### config.mk
export PLATFORM = sky130hd
export DESIGN_NAME = flash_front
export DESIGN_NICKNAME = d
export VERILOG_FILES = /design/src/flash_front_pkg.sv /design/src/flash_front.sv /design/src/op_fifo.sv
export SDC_FILE = /design/constraint.sdc
export NUM_CORES = 1
export LEC_CHECK = 0
export BUFFER_PORTS_ARGS = -buffer_cell sky130_fd_sc_hd__buf_2
export CAP_MARGIN = 40
export CELL_PAD_IN_SITES_DETAIL_PLACEMENT = 0
export CELL_PAD_IN_SITES_GLOBAL_PLACEMENT = 1
export CORE_AREA = 3 3 279 199
export CTS_BUF_LIST = sky130_fd_sc_hd__clkbuf_8
export DETAILED_ROUTE_END_ITERATION = 8
export DIE_AREA = 0 0 282 202
export PLACE_DENSITY = 0.73
export SYNTH_ARGS = -nofsm -noshare
export SYNTH_HDL_FRONTEND = slang
export SYNTH_HIERARCHICAL = 1
export SYNTH_SLANG_ARGS = --single-unit
### constraint.sdc
create_clock -name clk -period 7 [get_ports clk]
set_clock_uncertainty 0.05 [all_clocks]
set_input_delay 1.4 -clock clk [delete_from_list [all_inputs] [get_ports clk]]
set_output_delay 1.4 -clock clk [all_outputs]
set_load 0.1 [all_outputs]
### src/flash_front_pkg.sv
// Shared constants and types for the serial flash front end
package flash_front_pkg;
    // Command opcodes
    localparam logic [7:0] OP_RDSR = 8'h05;
    localparam logic [7:0] OP_WRSR = 8'h01;
    localparam logic [7:0] OP_WREN = 8'h06;
    localparam logic [7:0] OP_WRDI = 8'h04;
    localparam logic [7:0] OP_PROG = 8'h02;
    localparam logic [7:0] OP_AUTO_INCREMENT_PROGRAM = 8'had;
    localparam logic [7:0] OP_SECT = 8'h20;
    localparam logic [7:0] OP_BLK32 = 8'h52;
    localparam logic [7:0] OP_BLK64 = 8'hd8;
    localparam logic [7:0] OP_CHIP = 8'h60;
    localparam logic [7:0] OP_EBSY = 8'h70;
    localparam logic [7:0] OP_DBSY = 8'h80;
    // Erase granularity in bytes
    localparam int SECTOR_BYTES = 4096;
    localparam int BLOCK32_BYTES = 32768;
    localparam int BLOCK64_BYTES = 65536;
    // Status bit positions and reset value
    localparam int SR_BUSY = 0;
    localparam int SR_WEL = 1;
    localparam int SR_BP_LO = 2;
    localparam int SR_AUTO_INCREMENT_PROGRAM = 6;
    localparam int SR_PROTECT_LOCKDOWN_BIT = 7;
    localparam logic [3:0] BP_RESET = 4'h7;
    localparam int FIFO_DEPTH = 16;
    // Operations handed to the array side
    typedef enum logic [2:0] {K_PROG, K_SECT, K_BLK32, K_BLK64, K_CHIP} op_kind_t;
    typedef struct packed {
        op_kind_t kind;
        logic [23:0] addr;
        logic [7:0] data;
    } op_t;
endpackage

### src/flash_front.sv
// Serial flash front end: pin sampling, command decode, status and hold
// Function
// - Capture input bits on rising serial clock
// - Change output bits after falling serial clock
// - Start new command only on select falling
// - Accept clock idle low and idle high
// - Output pin shows busy during auto-increment
// - Pause suspends without losing command state
// - Protect pin gates the lockdown bit
// - Erase in 4K sectors, 32K, 64K blocks
// - Busy flag readable for end-of-write polling
// - Status bit 0 is busy
// - Deselect during pause resets interface logic
// - Lockdown blocks status writes only when protected
`timescale 1ns/100ps
`default_nettype none
module flash_front (
    input wire logic clk, // 20 MHz system clock
    input wire logic rstn, // Synchronous reset, active low
    input wire logic sck, // Serial clock pin
    input wire logic si, // Serial data in pin
    input wire logic ce_n, // Chip select pin, active low
    input wire logic hold_n, // Pause pin, active low
    input wire logic wp_n, // Write protect pin, active low
    output logic so, // Serial data out
    output logic so_oe, // Serial out enable
    input wire logic busy_in, // Array operation running
    output logic op_valid, // Operation available
    input wire logic op_ready, // Array takes operation
    output flash_front_pkg::op_t op_data, // Operation word
    output logic [7:0] status // Registered status byte
);
    import flash_front_pkg::*;

    typedef enum {S_IDLE, S_OPC, S_ADDR, S_DATA, S_WRSR, S_RDSR, S_SKIP} state_t;

    // ************************************************
    // Pin synchronisers
    // ************************************************
    logic [4:0] pin_m, pin_s;
    logic sck_d, ce_d;
    // Two flops per pin; only the second stage is looked at
    always_ff @(posedge clk) begin
        if (!rstn) begin
            pin_m <= 5'h1f;
            pin_s <= 5'h1f;
        end else begin
            pin_m <= {wp_n, hold_n, ce_n, si, sck};
            pin_s <= pin_m;
        end
    end
    wire sck_s = pin_s[0];
    wire si_s = pin_s[1];
    wire ce_s = pin_s[2];
    wire hold_s = pin_s[3];
    wire wp_s = pin_s[4];
    // Edge history of synchronised levels
    always_ff @(posedge clk) begin
        if (!rstn) begin
            sck_d <= 1'b1; // Same level as the synchroniser reset, so no edge is invented
            ce_d <= 1'b1;
        end else begin
            sck_d <= sck_s;
            ce_d <= ce_s;
        end
    end

    // ************************************************
    // Hold and selection
    // ************************************************
    logic held, lock;
    // Pause changes only while clock is low, so no edge is split
    always_ff @(posedge clk) begin
        if (!rstn) begin
            held <= 1'b0;
        end else if (!sck_s) begin
            held <= ~hold_s;
        end
    end
    // Deselect during pause locks out until pause is released
    always_ff @(posedge clk) begin
        if (!rstn) begin
            lock <= 1'b0;
        end else if (ce_s && held) begin
            lock <= 1'b1;
        end else if (hold_s) begin
            lock <= 1'b0;
        end
    end
    // Edges are counted the same whatever level the clock idles at
    wire active = !ce_s && !held && !lock;
    wire rise = active && sck_s && !sck_d;
    wire fall = active && !sck_s && sck_d;
    wire start = ce_d && !ce_s && hold_s && !lock;

    // ************************************************
    // Command engine
    // ************************************************
    state_t st;
    logic [2:0] bitcnt, idx;
    logic [6:0] shreg;
    logic [7:0] opcode;
    logic [23:0] addr;
    logic [1:0] bytecnt;
    logic wel, auto_increment_program, ebsy, protect_lockdown_bit;
    logic [3:0] bp;
    logic fifo_room;
    wire byte_done = rise && bitcnt == 3'h7;
    wire [7:0] rx = {shreg, si_s};
    wire rx_auto = rx == OP_AUTO_INCREMENT_PROGRAM;
    wire [7:0] sr = {protect_lockdown_bit, auto_increment_program, bp, wel, busy_in};
    wire sr_write_ok = wel && (wp_s || !protect_lockdown_bit);
    wire mem_ok = wel && !busy_in && op_ready && fifo_room; // Full FIFO refuses the command
    wire is_erase = opcode == OP_SECT || opcode == OP_BLK32 || opcode == OP_BLK64;
    wire busy_pin = auto_increment_program && ebsy && active && st != S_RDSR;

    // Align an address down to the erase unit of a kind
    function automatic logic [23:0] align(input logic [23:0] a, input op_kind_t k);
        logic [23:0] m;
        m = 24'hffffff;
        unique case (k)
            K_SECT: m = ~24'(SECTOR_BYTES - 1);
            K_BLK32: m = ~24'(BLOCK32_BYTES - 1);
            K_BLK64: m = ~24'(BLOCK64_BYTES - 1);
            K_CHIP: m = 24'h000000;
            K_PROG: m = 24'hffffff;
        endcase
        return a & m;
    endfunction

    // Operation push towards the array
    op_kind_t kind;
    logic push;
    op_t push_op;
    assign kind = opcode == OP_SECT ? K_SECT : opcode == OP_BLK32 ? K_BLK32 :
                  opcode == OP_BLK64 ? K_BLK64 : K_PROG;
    wire push_chip = st == S_OPC && byte_done && rx == OP_CHIP && mem_ok && bp == 4'h0;
    wire push_erase = st == S_ADDR && byte_done && bytecnt == 2'h2 && is_erase;
    wire push_prog = st == S_DATA && byte_done;
    assign push = push_chip || push_erase || push_prog;
    assign push_op.kind = push_chip ? K_CHIP : push_prog ? K_PROG : kind;
    assign push_op.addr = align(push_erase ? {addr[15:0], rx} : addr, push_op.kind);
    assign push_op.data = rx;

    // Bit counter and input shifter
    always_ff @(posedge clk) begin
        if (!rstn || ce_s || start) begin
            bitcnt <= 3'h0;
            shreg <= 7'h00;
        end else if (rise) begin
            bitcnt <= bitcnt + 3'h1;
            shreg <= rx[6:0];
        end
    end

    // Command sequencing; deselect always returns to idle
    always_ff @(posedge clk) begin
        if (!rstn || ce_s) begin
            st <= S_IDLE;
            bytecnt <= 2'h0;
        end else if (start) begin
            st <= S_OPC;
            bytecnt <= 2'h0;
        end else if (byte_done) begin
            unique case (st)
                S_OPC: begin
                    opcode <= rx;
                    if (rx == OP_RDSR) st <= S_RDSR;
                    else if (rx == OP_WRSR) st <= S_WRSR;
                    else if (rx_auto && auto_increment_program && mem_ok) st <= S_DATA;
                    else if ((rx_auto || rx == OP_PROG) && mem_ok && !auto_increment_program)
                        st <= S_ADDR;
                    else if ((rx == OP_SECT || rx == OP_BLK32 || rx == OP_BLK64) && mem_ok)
                        st <= S_ADDR;
                    else st <= S_SKIP;
                end
                S_ADDR: begin
                    addr <= {addr[15:0], rx};
                    bytecnt <= bytecnt + 2'h1;
                    if (bytecnt == 2'h2) st <= is_erase ? S_SKIP : S_DATA;
                end
                S_DATA: begin
                    addr <= addr + 24'h1;
                    st <= S_SKIP;
                end
                default: st <= S_SKIP;
            endcase
        end
    end

    // Write enable, auto-increment mode, busy-out enable
    always_ff @(posedge clk) begin
        if (!rstn) begin
            wel <= 1'b0;
            auto_increment_program <= 1'b0;
            ebsy <= 1'b0;
        end else if (st == S_OPC && byte_done) begin
            if (rx == OP_WREN) wel <= 1'b1;
            if (rx == OP_WRDI) wel <= 1'b0;
            if (rx == OP_WRDI) auto_increment_program <= 1'b0;
            if (rx == OP_EBSY) ebsy <= 1'b1;
            if (rx == OP_DBSY) ebsy <= 1'b0;
            if (push_chip) wel <= 1'b0;
        end else if (push_erase || (st == S_WRSR && byte_done)) begin
            wel <= 1'b0;
        end else if (push_prog) begin
            if (opcode == OP_AUTO_INCREMENT_PROGRAM) auto_increment_program <= 1'b1;
            else wel <= 1'b0;
        end
    end

    // Protection bits, written only when the lockdown permits
    always_ff @(posedge clk) begin
        if (!rstn) begin
            bp <= BP_RESET;
            protect_lockdown_bit <= 1'b0;
        end else if (st == S_WRSR && byte_done && sr_write_ok) begin
            bp <= rx[SR_BP_LO +: 4];
            protect_lockdown_bit <= rx[SR_PROTECT_LOCKDOWN_BIT];
        end
    end

    // Status copy for polling on the user side
    always_ff @(posedge clk) begin
        if (!rstn) begin
            status <= 8'h00;
        end else begin
            status <= sr;
        end
    end

    // ************************************************
    // Serial output
    // ************************************************
    // Status bits leave after falling edges, repeating while selected;
    // pin sync adds about three clocks, so serial clock must stay slow
    always_ff @(posedge clk) begin
        if (!rstn) begin
            so <= 1'b0;
            idx <= 3'h7;
        end else if (st != S_RDSR) begin
            idx <= 3'h7;
            if (busy_pin) so <= ~busy_in;
        end else if (fall) begin
            so <= sr[idx];
            idx <= idx - 3'h1;
        end
    end
    assign so_oe = active && (st == S_RDSR || busy_pin);

    op_fifo #(.WIDTH($bits(op_t)), .DEPTH(FIFO_DEPTH)) u_fifo (
        .clk(clk),
        .rstn(rstn),
        .in_valid(push),
        .in_ready(fifo_room),
        .in_data(push_op),
        .out_valid(op_valid),
        .out_ready(op_ready),
        .out_data(op_data)
    );

    // ************************************************
    // Checks
    // ************************************************
    deselect_hiz_a: assert property (@(posedge clk) disable iff (!rstn)
        ce_s |-> !so_oe) else $error("output driven while deselected");
    select_start_a: assert property (@(posedge clk) disable iff (!rstn)
        start |=> st == S_OPC && bitcnt == 3'h0) else $error("select did not start");
    deselect_idle_a: assert property (@(posedge clk) disable iff (!rstn)
        ce_s |=> st == S_IDLE) else $error("deselect left command open");
    shift_rise_a: assert property (@(posedge clk) disable iff (!rstn)
        !rise && !ce_s && !start |=> $stable(shreg)) else $error("shift without rising edge");
    out_fall_a: assert property (@(posedge clk) disable iff (!rstn)
        st == S_RDSR && !fall ##1 st == S_RDSR |-> $stable(so)) else $error("so moved off edge");
    pause_hold_a: assert property (@(posedge clk) disable iff (!rstn)
        held && !ce_s |-> !so_oe ##1 ($stable(st) && $stable(bitcnt)))
        else $error("pause lost state");
    pause_drop_a: assert property (@(posedge clk) disable iff (!rstn)
        ce_s && held |=> lock && st == S_IDLE) else $error("deselect in pause kept state");
    lock_protect_a: assert property (@(posedge clk) disable iff (!rstn)
        st == S_WRSR && byte_done && !wp_s && protect_lockdown_bit
        |=> $stable(bp) && protect_lockdown_bit)
        else $error("locked status written");
    busy_flag_a: assert property (@(posedge clk) disable iff (!rstn)
        ##1 status[SR_BUSY] == $past(busy_in)) else $error("busy bit wrong");
    busy_pin_a: assert property (@(posedge clk) disable iff (!rstn)
        busy_pin ##1 st != S_RDSR |-> so == !$past(busy_in)) else $error("busy pin wrong");
    erase_align_a: assert property (@(posedge clk) disable iff (!rstn)
        push && push_op.kind == K_SECT |-> push_op.addr[11:0] == 12'h000)
        else $error("sector not aligned");
endmodule
`default_nettype wire

### src/op_fifo.sv
// Synchronous valid/ready FIFO for array operations
`timescale 1ns/100ps
`default_nettype none
module op_fifo #(
    parameter int WIDTH = 35,
    parameter int DEPTH = 16
) (
    input wire logic clk, // System clock
    input wire logic rstn, // Synchronous reset, active low
    input wire logic in_valid, // Write request
    output logic in_ready, // Space available
    input wire logic [WIDTH-1:0] in_data, // Write word
    output logic out_valid, // Word available
    input wire logic out_ready, // Consumer takes word
    output logic [WIDTH-1:0] out_data // Head word
);
    localparam int AW = $clog2(DEPTH);
    logic [WIDTH-1:0] mem [DEPTH];
    logic [AW-1:0] wp, rp;
    logic [AW:0] count;
    wire push = in_valid && in_ready;
    wire pop = out_valid && out_ready;
    // Honest flags from the occupancy count
    assign in_ready = (count != (AW+1)'(DEPTH));
    assign out_valid = (count != '0);
    assign out_data = mem[rp];
    // Storage write
    always_ff @(posedge clk) begin
        if (push) begin
            mem[wp] <= in_data;
        end
    end
    // Pointers and count
    always_ff @(posedge clk) begin
        if (!rstn) begin
            wp <= '0;
            rp <= '0;
            count <= '0;
        end else begin
            if (push) wp <= wp + 1'b1;
            if (pop) rp <= rp + 1'b1;
            count <= count + (AW+1)'(push) - (AW+1)'(pop);
        end
    end
endmodule
`default_nettype wire

# After elaboration in Yosys (flattened, before gate mapping)
# Memory sizes are Yosys's and may differ from the RTL's. A register that Yosys moved wholly into a read port is not among the register bits.
# Index checks and enable logic that the tools add are counted.
[word_totals]
ff_bits = 123
ramBits = 560
n_memories = 1
word_cells = 201
output_inout_bits = 46
[mem_list]
columns = ["memory", "words", "word_bits", "read_ports", "rd_clocked_by_memory_dff", "wr", "line_no", "text"]
rows = [
  ["u_fifo.mem", 16, 35, 1, 1, 1, "op_fifo.sv:18", "logic [WIDTH-1:0] mem [DEPTH];"],
]
[op_classes]
n_bitwise = 6
mux = 43
add_sub_neg = 8
n_reduce_logical = 79
magnitude_cmp = 1
n_eq_ne = 39
[ops]
columns = ["cell", "count"]
rows = [
  ["$pmux W24 S5", 1],
  ["$eq A32 B2 Y1 const B", 3],
  ["$eq A32 B3 Y1 const B", 2],
  ["$eq A32 B4 Y1 const B", 2],
  ["$pmux W32 S2", 1],
  ["$pmux W24 S2", 1],
  ["$eq A8 B8 Y1 const B", 5],
  ["$logic_and A1 B1 Y1", 36],
  ["$eq A32 B1 Y1 const B", 1],
  ["$eq A8 B7 Y1 const B", 4],
  ["$mux W32", 1],
  ["$ne A32 B4 Y1 const B", 1],
  ["$add A24 B1 Y24 const B", 1],
  ["$and A24 B24 Y24", 1],
  ["$eq A8 B3 Y1 const B", 3],
  ["$mux W1", 24],
  ["$mux W24", 1],
  ["$mux W3", 7],
  ["$eq A8 B6 Y1 const B", 2],
  ["$reduce_bool A2 Y1", 7],
  ["$logic_or A1 B1 Y1", 12],
  ["$reduce_and A4 Y1", 3],
  ["$reduce_and A2 Y1", 5],
  ["$logic_not A1 Y1", 9],
  ["28 further kinds", 43],
]

# Longest topological paths before layout
[logic_depth]
word_depth = 15
depth_mapped = 16

# Modules after synthesis
# The synthesis kept the hierarchy.
[modules_own_cells]
columns = ["mod", "area_per_inst_um2", "cells_per_inst", "seq_area_each_um2", "instances"]
rows = [
  ["op_fifo", 22196.3, 965, 17156.5, 1],
  ["flash_front", 4252.8, 472, 1941.9, 1],
]

# Least setup slack after synthesis
# No wires, ideal clock.
[synth_timing]
kind = "input to register"
start = "input port busy_in"
end = "memory u_fifo.mem[0][0] (enable)"
setup_slack_ns = 0.722
arrival_time_ns = 5.714
path_stages = 7
setup_ns = 0.515
path_cell_list = "nand4b_1 nor2_1 nand4_1 nor2_1 or3_1 nand2_1 nor4_1"
[synth_via]
elab_chain_cells = 11
[synth_lines]
columns = ["element", "line_no", "text"]
rows = [
  ["start, declared", "flash_front.sv:27", "input wire logic busy_in,"],
  ["$logic_not A1 Y1", "flash_front.sv:113", "wire mem_ok = wel && !busy_in && op_ready && fifo_room;"],
  ["$logic_and A1 B1 Y1 (3 in series)", "flash_front.sv:113", ""],
  ["$logic_and A1 B1 Y1 (2 in series)", "flash_front.sv:137", "wire push_chip = st == S_OPC && byte_done && rx == OP_CHIP && mem_ok && bp == 4'h0;"],
  ["$logic_or A1 B1 Y1 (2 in series)", "flash_front.sv:140", "assign push = push_chip || push_erase || push_prog;"],
  ["named net push", "flash_front.sv:133", "logic push;"],
  ["$logic_and A1 B1 Y1", "op_fifo.sv:21", "wire push = in_valid && in_ready;"],
  ["$mux W1", "op_fifo.sv:29", "if (push) begin"],
  ["$mux W1 (implied by the code)", "op_fifo.sv:30", "mem[wp] <= in_data;"],
  ["end, declared", "op_fifo.sv:18", ""],
]
# The timed path passes the listed nets, and every way through them passes these cells.

==> metrics.txt <==
Die Y=202 um; Worst Hold End=pin_s[2]; grt ovf=0; Final min period=4.97 ns; total vias in the final route=13953; syn_nets=1463; CTS tree=yes; critical path peak fanout=63; Critical Path RT=5.55 ns; nets=1605; Max rail drop VDD=0.175 mV; Post-Syn Area=0.0264 mm2; CTS root buf=clkbuf_8; WL final=59000 um; number of flops mapped to enable cells by yosys=592; endpoint class of the critical path=primary output; worst r2r path cells=12; hpwl dp=35000 um; drt initial violations=1339; Worst path slowest cell=dfxtp_4; fraction of registers with async set/reset=0%; max incr delay on CP=0.88 ns; relative slew slack=42.9%; Setup WS post-layout=2.03 ns; P_leak=8.98 nW; Initial Util=49.7%; RSZ-0062 raised after global routing=false; Setup TNS Final=0 ns; Die ar.=0.0570 mm2; total power=0.00802 W; detailed-route vias per instance=5.96; Max Cap Viol=0; num ports=55; Hold Crit Depth=1; first-pass GRT wire length=89500 um; Hold Crit Class=reg2reg; Final Cycle Share=71.0%; sequential fraction of the synthesis area=72.2%; Resize count post-CTS=0; gpl congestion=0.808; worst reg-to-reg setup slack=2.46 ns; final count of negative-setup-slack endpoints=0; Synth Register Bits=658; Critical Path AT=3.52 ns; Syn Area/Cell=18.4 um2; status=finished, final reports clean; xor-xnor portion of the synthesized cell area=1.06%; Worst-Margin Slew=0.856 ns; die width=282 um; total CTS buffers=97; fin. max-slew vios=0; Adder-Cell Fraction of Synth Area=0.833%; final hold vios=0; clock transition at the registers of the reported paths=0.06 ns; largest family of logic cells by synthesized area=multiplexers; GRT Total Usage=21.2%; Reg2Reg Launch Point=pin_s[1]; Port Buffers=54; Clock Latency Late Sink=0.70 ns; number of distinct library cells after synthesis=64; maximum clock insertion buffer count=3; initial antenna violation count=1; pre-CTS WS=1.98 ns; Synth warnings=6; core area=0.0532 mm2; vias in the first global route=14053; Clock H-tree levels=3; pwr/cell area=271 mW/mm2; first drt pass iteration count=5; RR Endpoint=u_fifo/mem[13][5]; Hold-fix buffers, CTS=0; Hold Crit Start=pin_m[2]; DR WL/cell=25.2 um; mux contribution to synthesized area=13.6%; clock sink count=658; DRT antenna net count=0; cells after synthesis=1437; largest net degree at the start of global routing=78; Synth Area in Simple Gates=6.16%; postcts setup bufs=0; CP Cell Sequence=buf_12 > mux4_2 > a22oi_1 > nand2_1 > buf_2; CP Launch Type=register; residual DRC count=0; Main synth FF type=edfxtp_1; share of layout cells above drive strength 1=21.8%; Area Overhead vs Synth=12.0%; row count=71; Max Freq=201 MHz; worst setup path class=reg2out; Synth Area in Compound Gates=3.70%
[cells in the mapped netlist, drive strengths merged, types with 2 or more instances]
cell     count  area (um2)
or3b         3        28.8
or4b         3        30.0
nand4bb      2        22.5
mux4       142        3410
nand3b       6        45.0
nor3b        5        37.5
xnor2       18         158
a211oi       3        27.5
mux2i       18         180
nand2       95         357
nand2b      19         119
buf         47         424
clkbuf      33         124
ha          16         200
nand3       23         115
inv         27         101
a21oi       25         125
a21boi       3        22.5
nor3        14        80.1
nor4        10        62.6
o21ai       29         145
nor2        71         267
or4          3        22.5
a22oi       71         533
and4         3        26.3
and3         8        50.1
dfxtp       66        1320
edfxtp     592       17800
o22ai        2        12.5
and2        27         169
nor4b        2        38.8
or3          8        55.1
nand4b       2        17.5
xor2        14         123
nor2b        5        31.3
nand4        9        56.3
[sequential cells by signal, summed over array words and instances (netlist names), 2 cells and up, named ones only]
name	flops
idx	3
u_fifo/count	5
bytecnt	2
pin_s	5
addr	24
bp	4
u_fifo/rp	4
shreg	7
status	8
bitcnt	3
u_fifo/mem	560
st	3
opcode	8
pin_m	5
u_fifo/wp	4
[where the power goes]
group | internal [W] | switching, W | total [W]
clock network | 0.00140 | 0.00143 | 0.00283
registers | 0.00425 | 0.000100 | 0.00435
logic | 0.000367 | 0.000484 | 0.000851
[cell families after synthesis]
family | after synthesis
buffers and inverters | 107
DFF | 658
xor gates and xnor gates | 32
AOI/OAI and AO/OA | 145
and+or+nand+nor | 318
muxes | 160
adders and majority gates | 17
[cell type report]
cell class	instances	area, um2
clock buffer	100	1380
timing repair buffer	123	1020
fill	4087	23600
inverter	27	101
sequential	658	19100
clock inverter	68	352
antenna	1	2.50
tap	693	867
multi-input combinational	672	6800
[stage by stage]
stage                     cell area (um2)  hold WS (ns)  util, %  cells
after floorplan                     26400         0.336        -   1437
after CTS                           29600         0.361     55.7   2341
after detailed placement            27900         0.346     52.4   2173
final                               29600         0.349     55.7   2342
after global placement              27400         0.340     51.5   2135
after global routing                29600         0.379     55.7   2342
[routing by layer]
metal | wire length [um] | GRT usage, % | up-vias | share of wire [%]
met5 | 0 | 0 | - | 0
met4 | 1220 | 5.77 | 0 | 2.1
met3 | 4480 | 4.99 | 79 | 7.6
met2 | 26300 | 30.6 | 550 | 45
met1 | 27000 | 32.6 | 7244 | 46
li1 | - | - | 6080 | -
[cells in the final DEF (no fill, tap or decap), drive strengths merged, types with 8 or more instances in the layout]
| master | instances |
|---|---|
| a22oi | 71 |
| nor3 | 14 |
| clkbuf | 100 |
| and2 | 27 |
| o21ai | 29 |
| dfxtp | 66 |
| clkinv | 33 |
| mux4 | 142 |
| nor4 | 10 |
| nor2 | 71 |
| mux2i | 18 |
| xnor2 | 18 |
| inv | 57 |
| a21oi | 25 |
| nand2b | 19 |
| buf | 123 |
| ha | 16 |
| nand4 | 9 |
| and3 | 8 |
| or3 | 8 |
| nand2 | 95 |
| nand3 | 23 |
| xor2 | 14 |
| edfxtp | 592 |
[critical path: cells and delay by family (launching register included)]
family	cells	cell delay [ns]
AOI/OAI and AO/OA	1	0.34
buffers and inverters	2	0.75
DFF	1	0.88
muxes	1	0.58
and+or+nand+nor	1	0.14
[worst max-delay path by stage]
stage,slack [ns],endpoint,startpoint,depth (start not counted)
2_1_floorplan,0.72,u_fifo/mem[0][0],busy_in,7
3_5_place_dp,1.98,u_fifo/mem[13][12],busy_in,12
4_1_cts,1.93,op_data[13],register,5
5_1_grt,1.80,op_data[13],register,5
3_3_place_gp,2.02,u_fifo/mem[12][7],busy_in,11
6_report,2.03,op_data[13],register,5
Power figures use the tool's default switching activity.
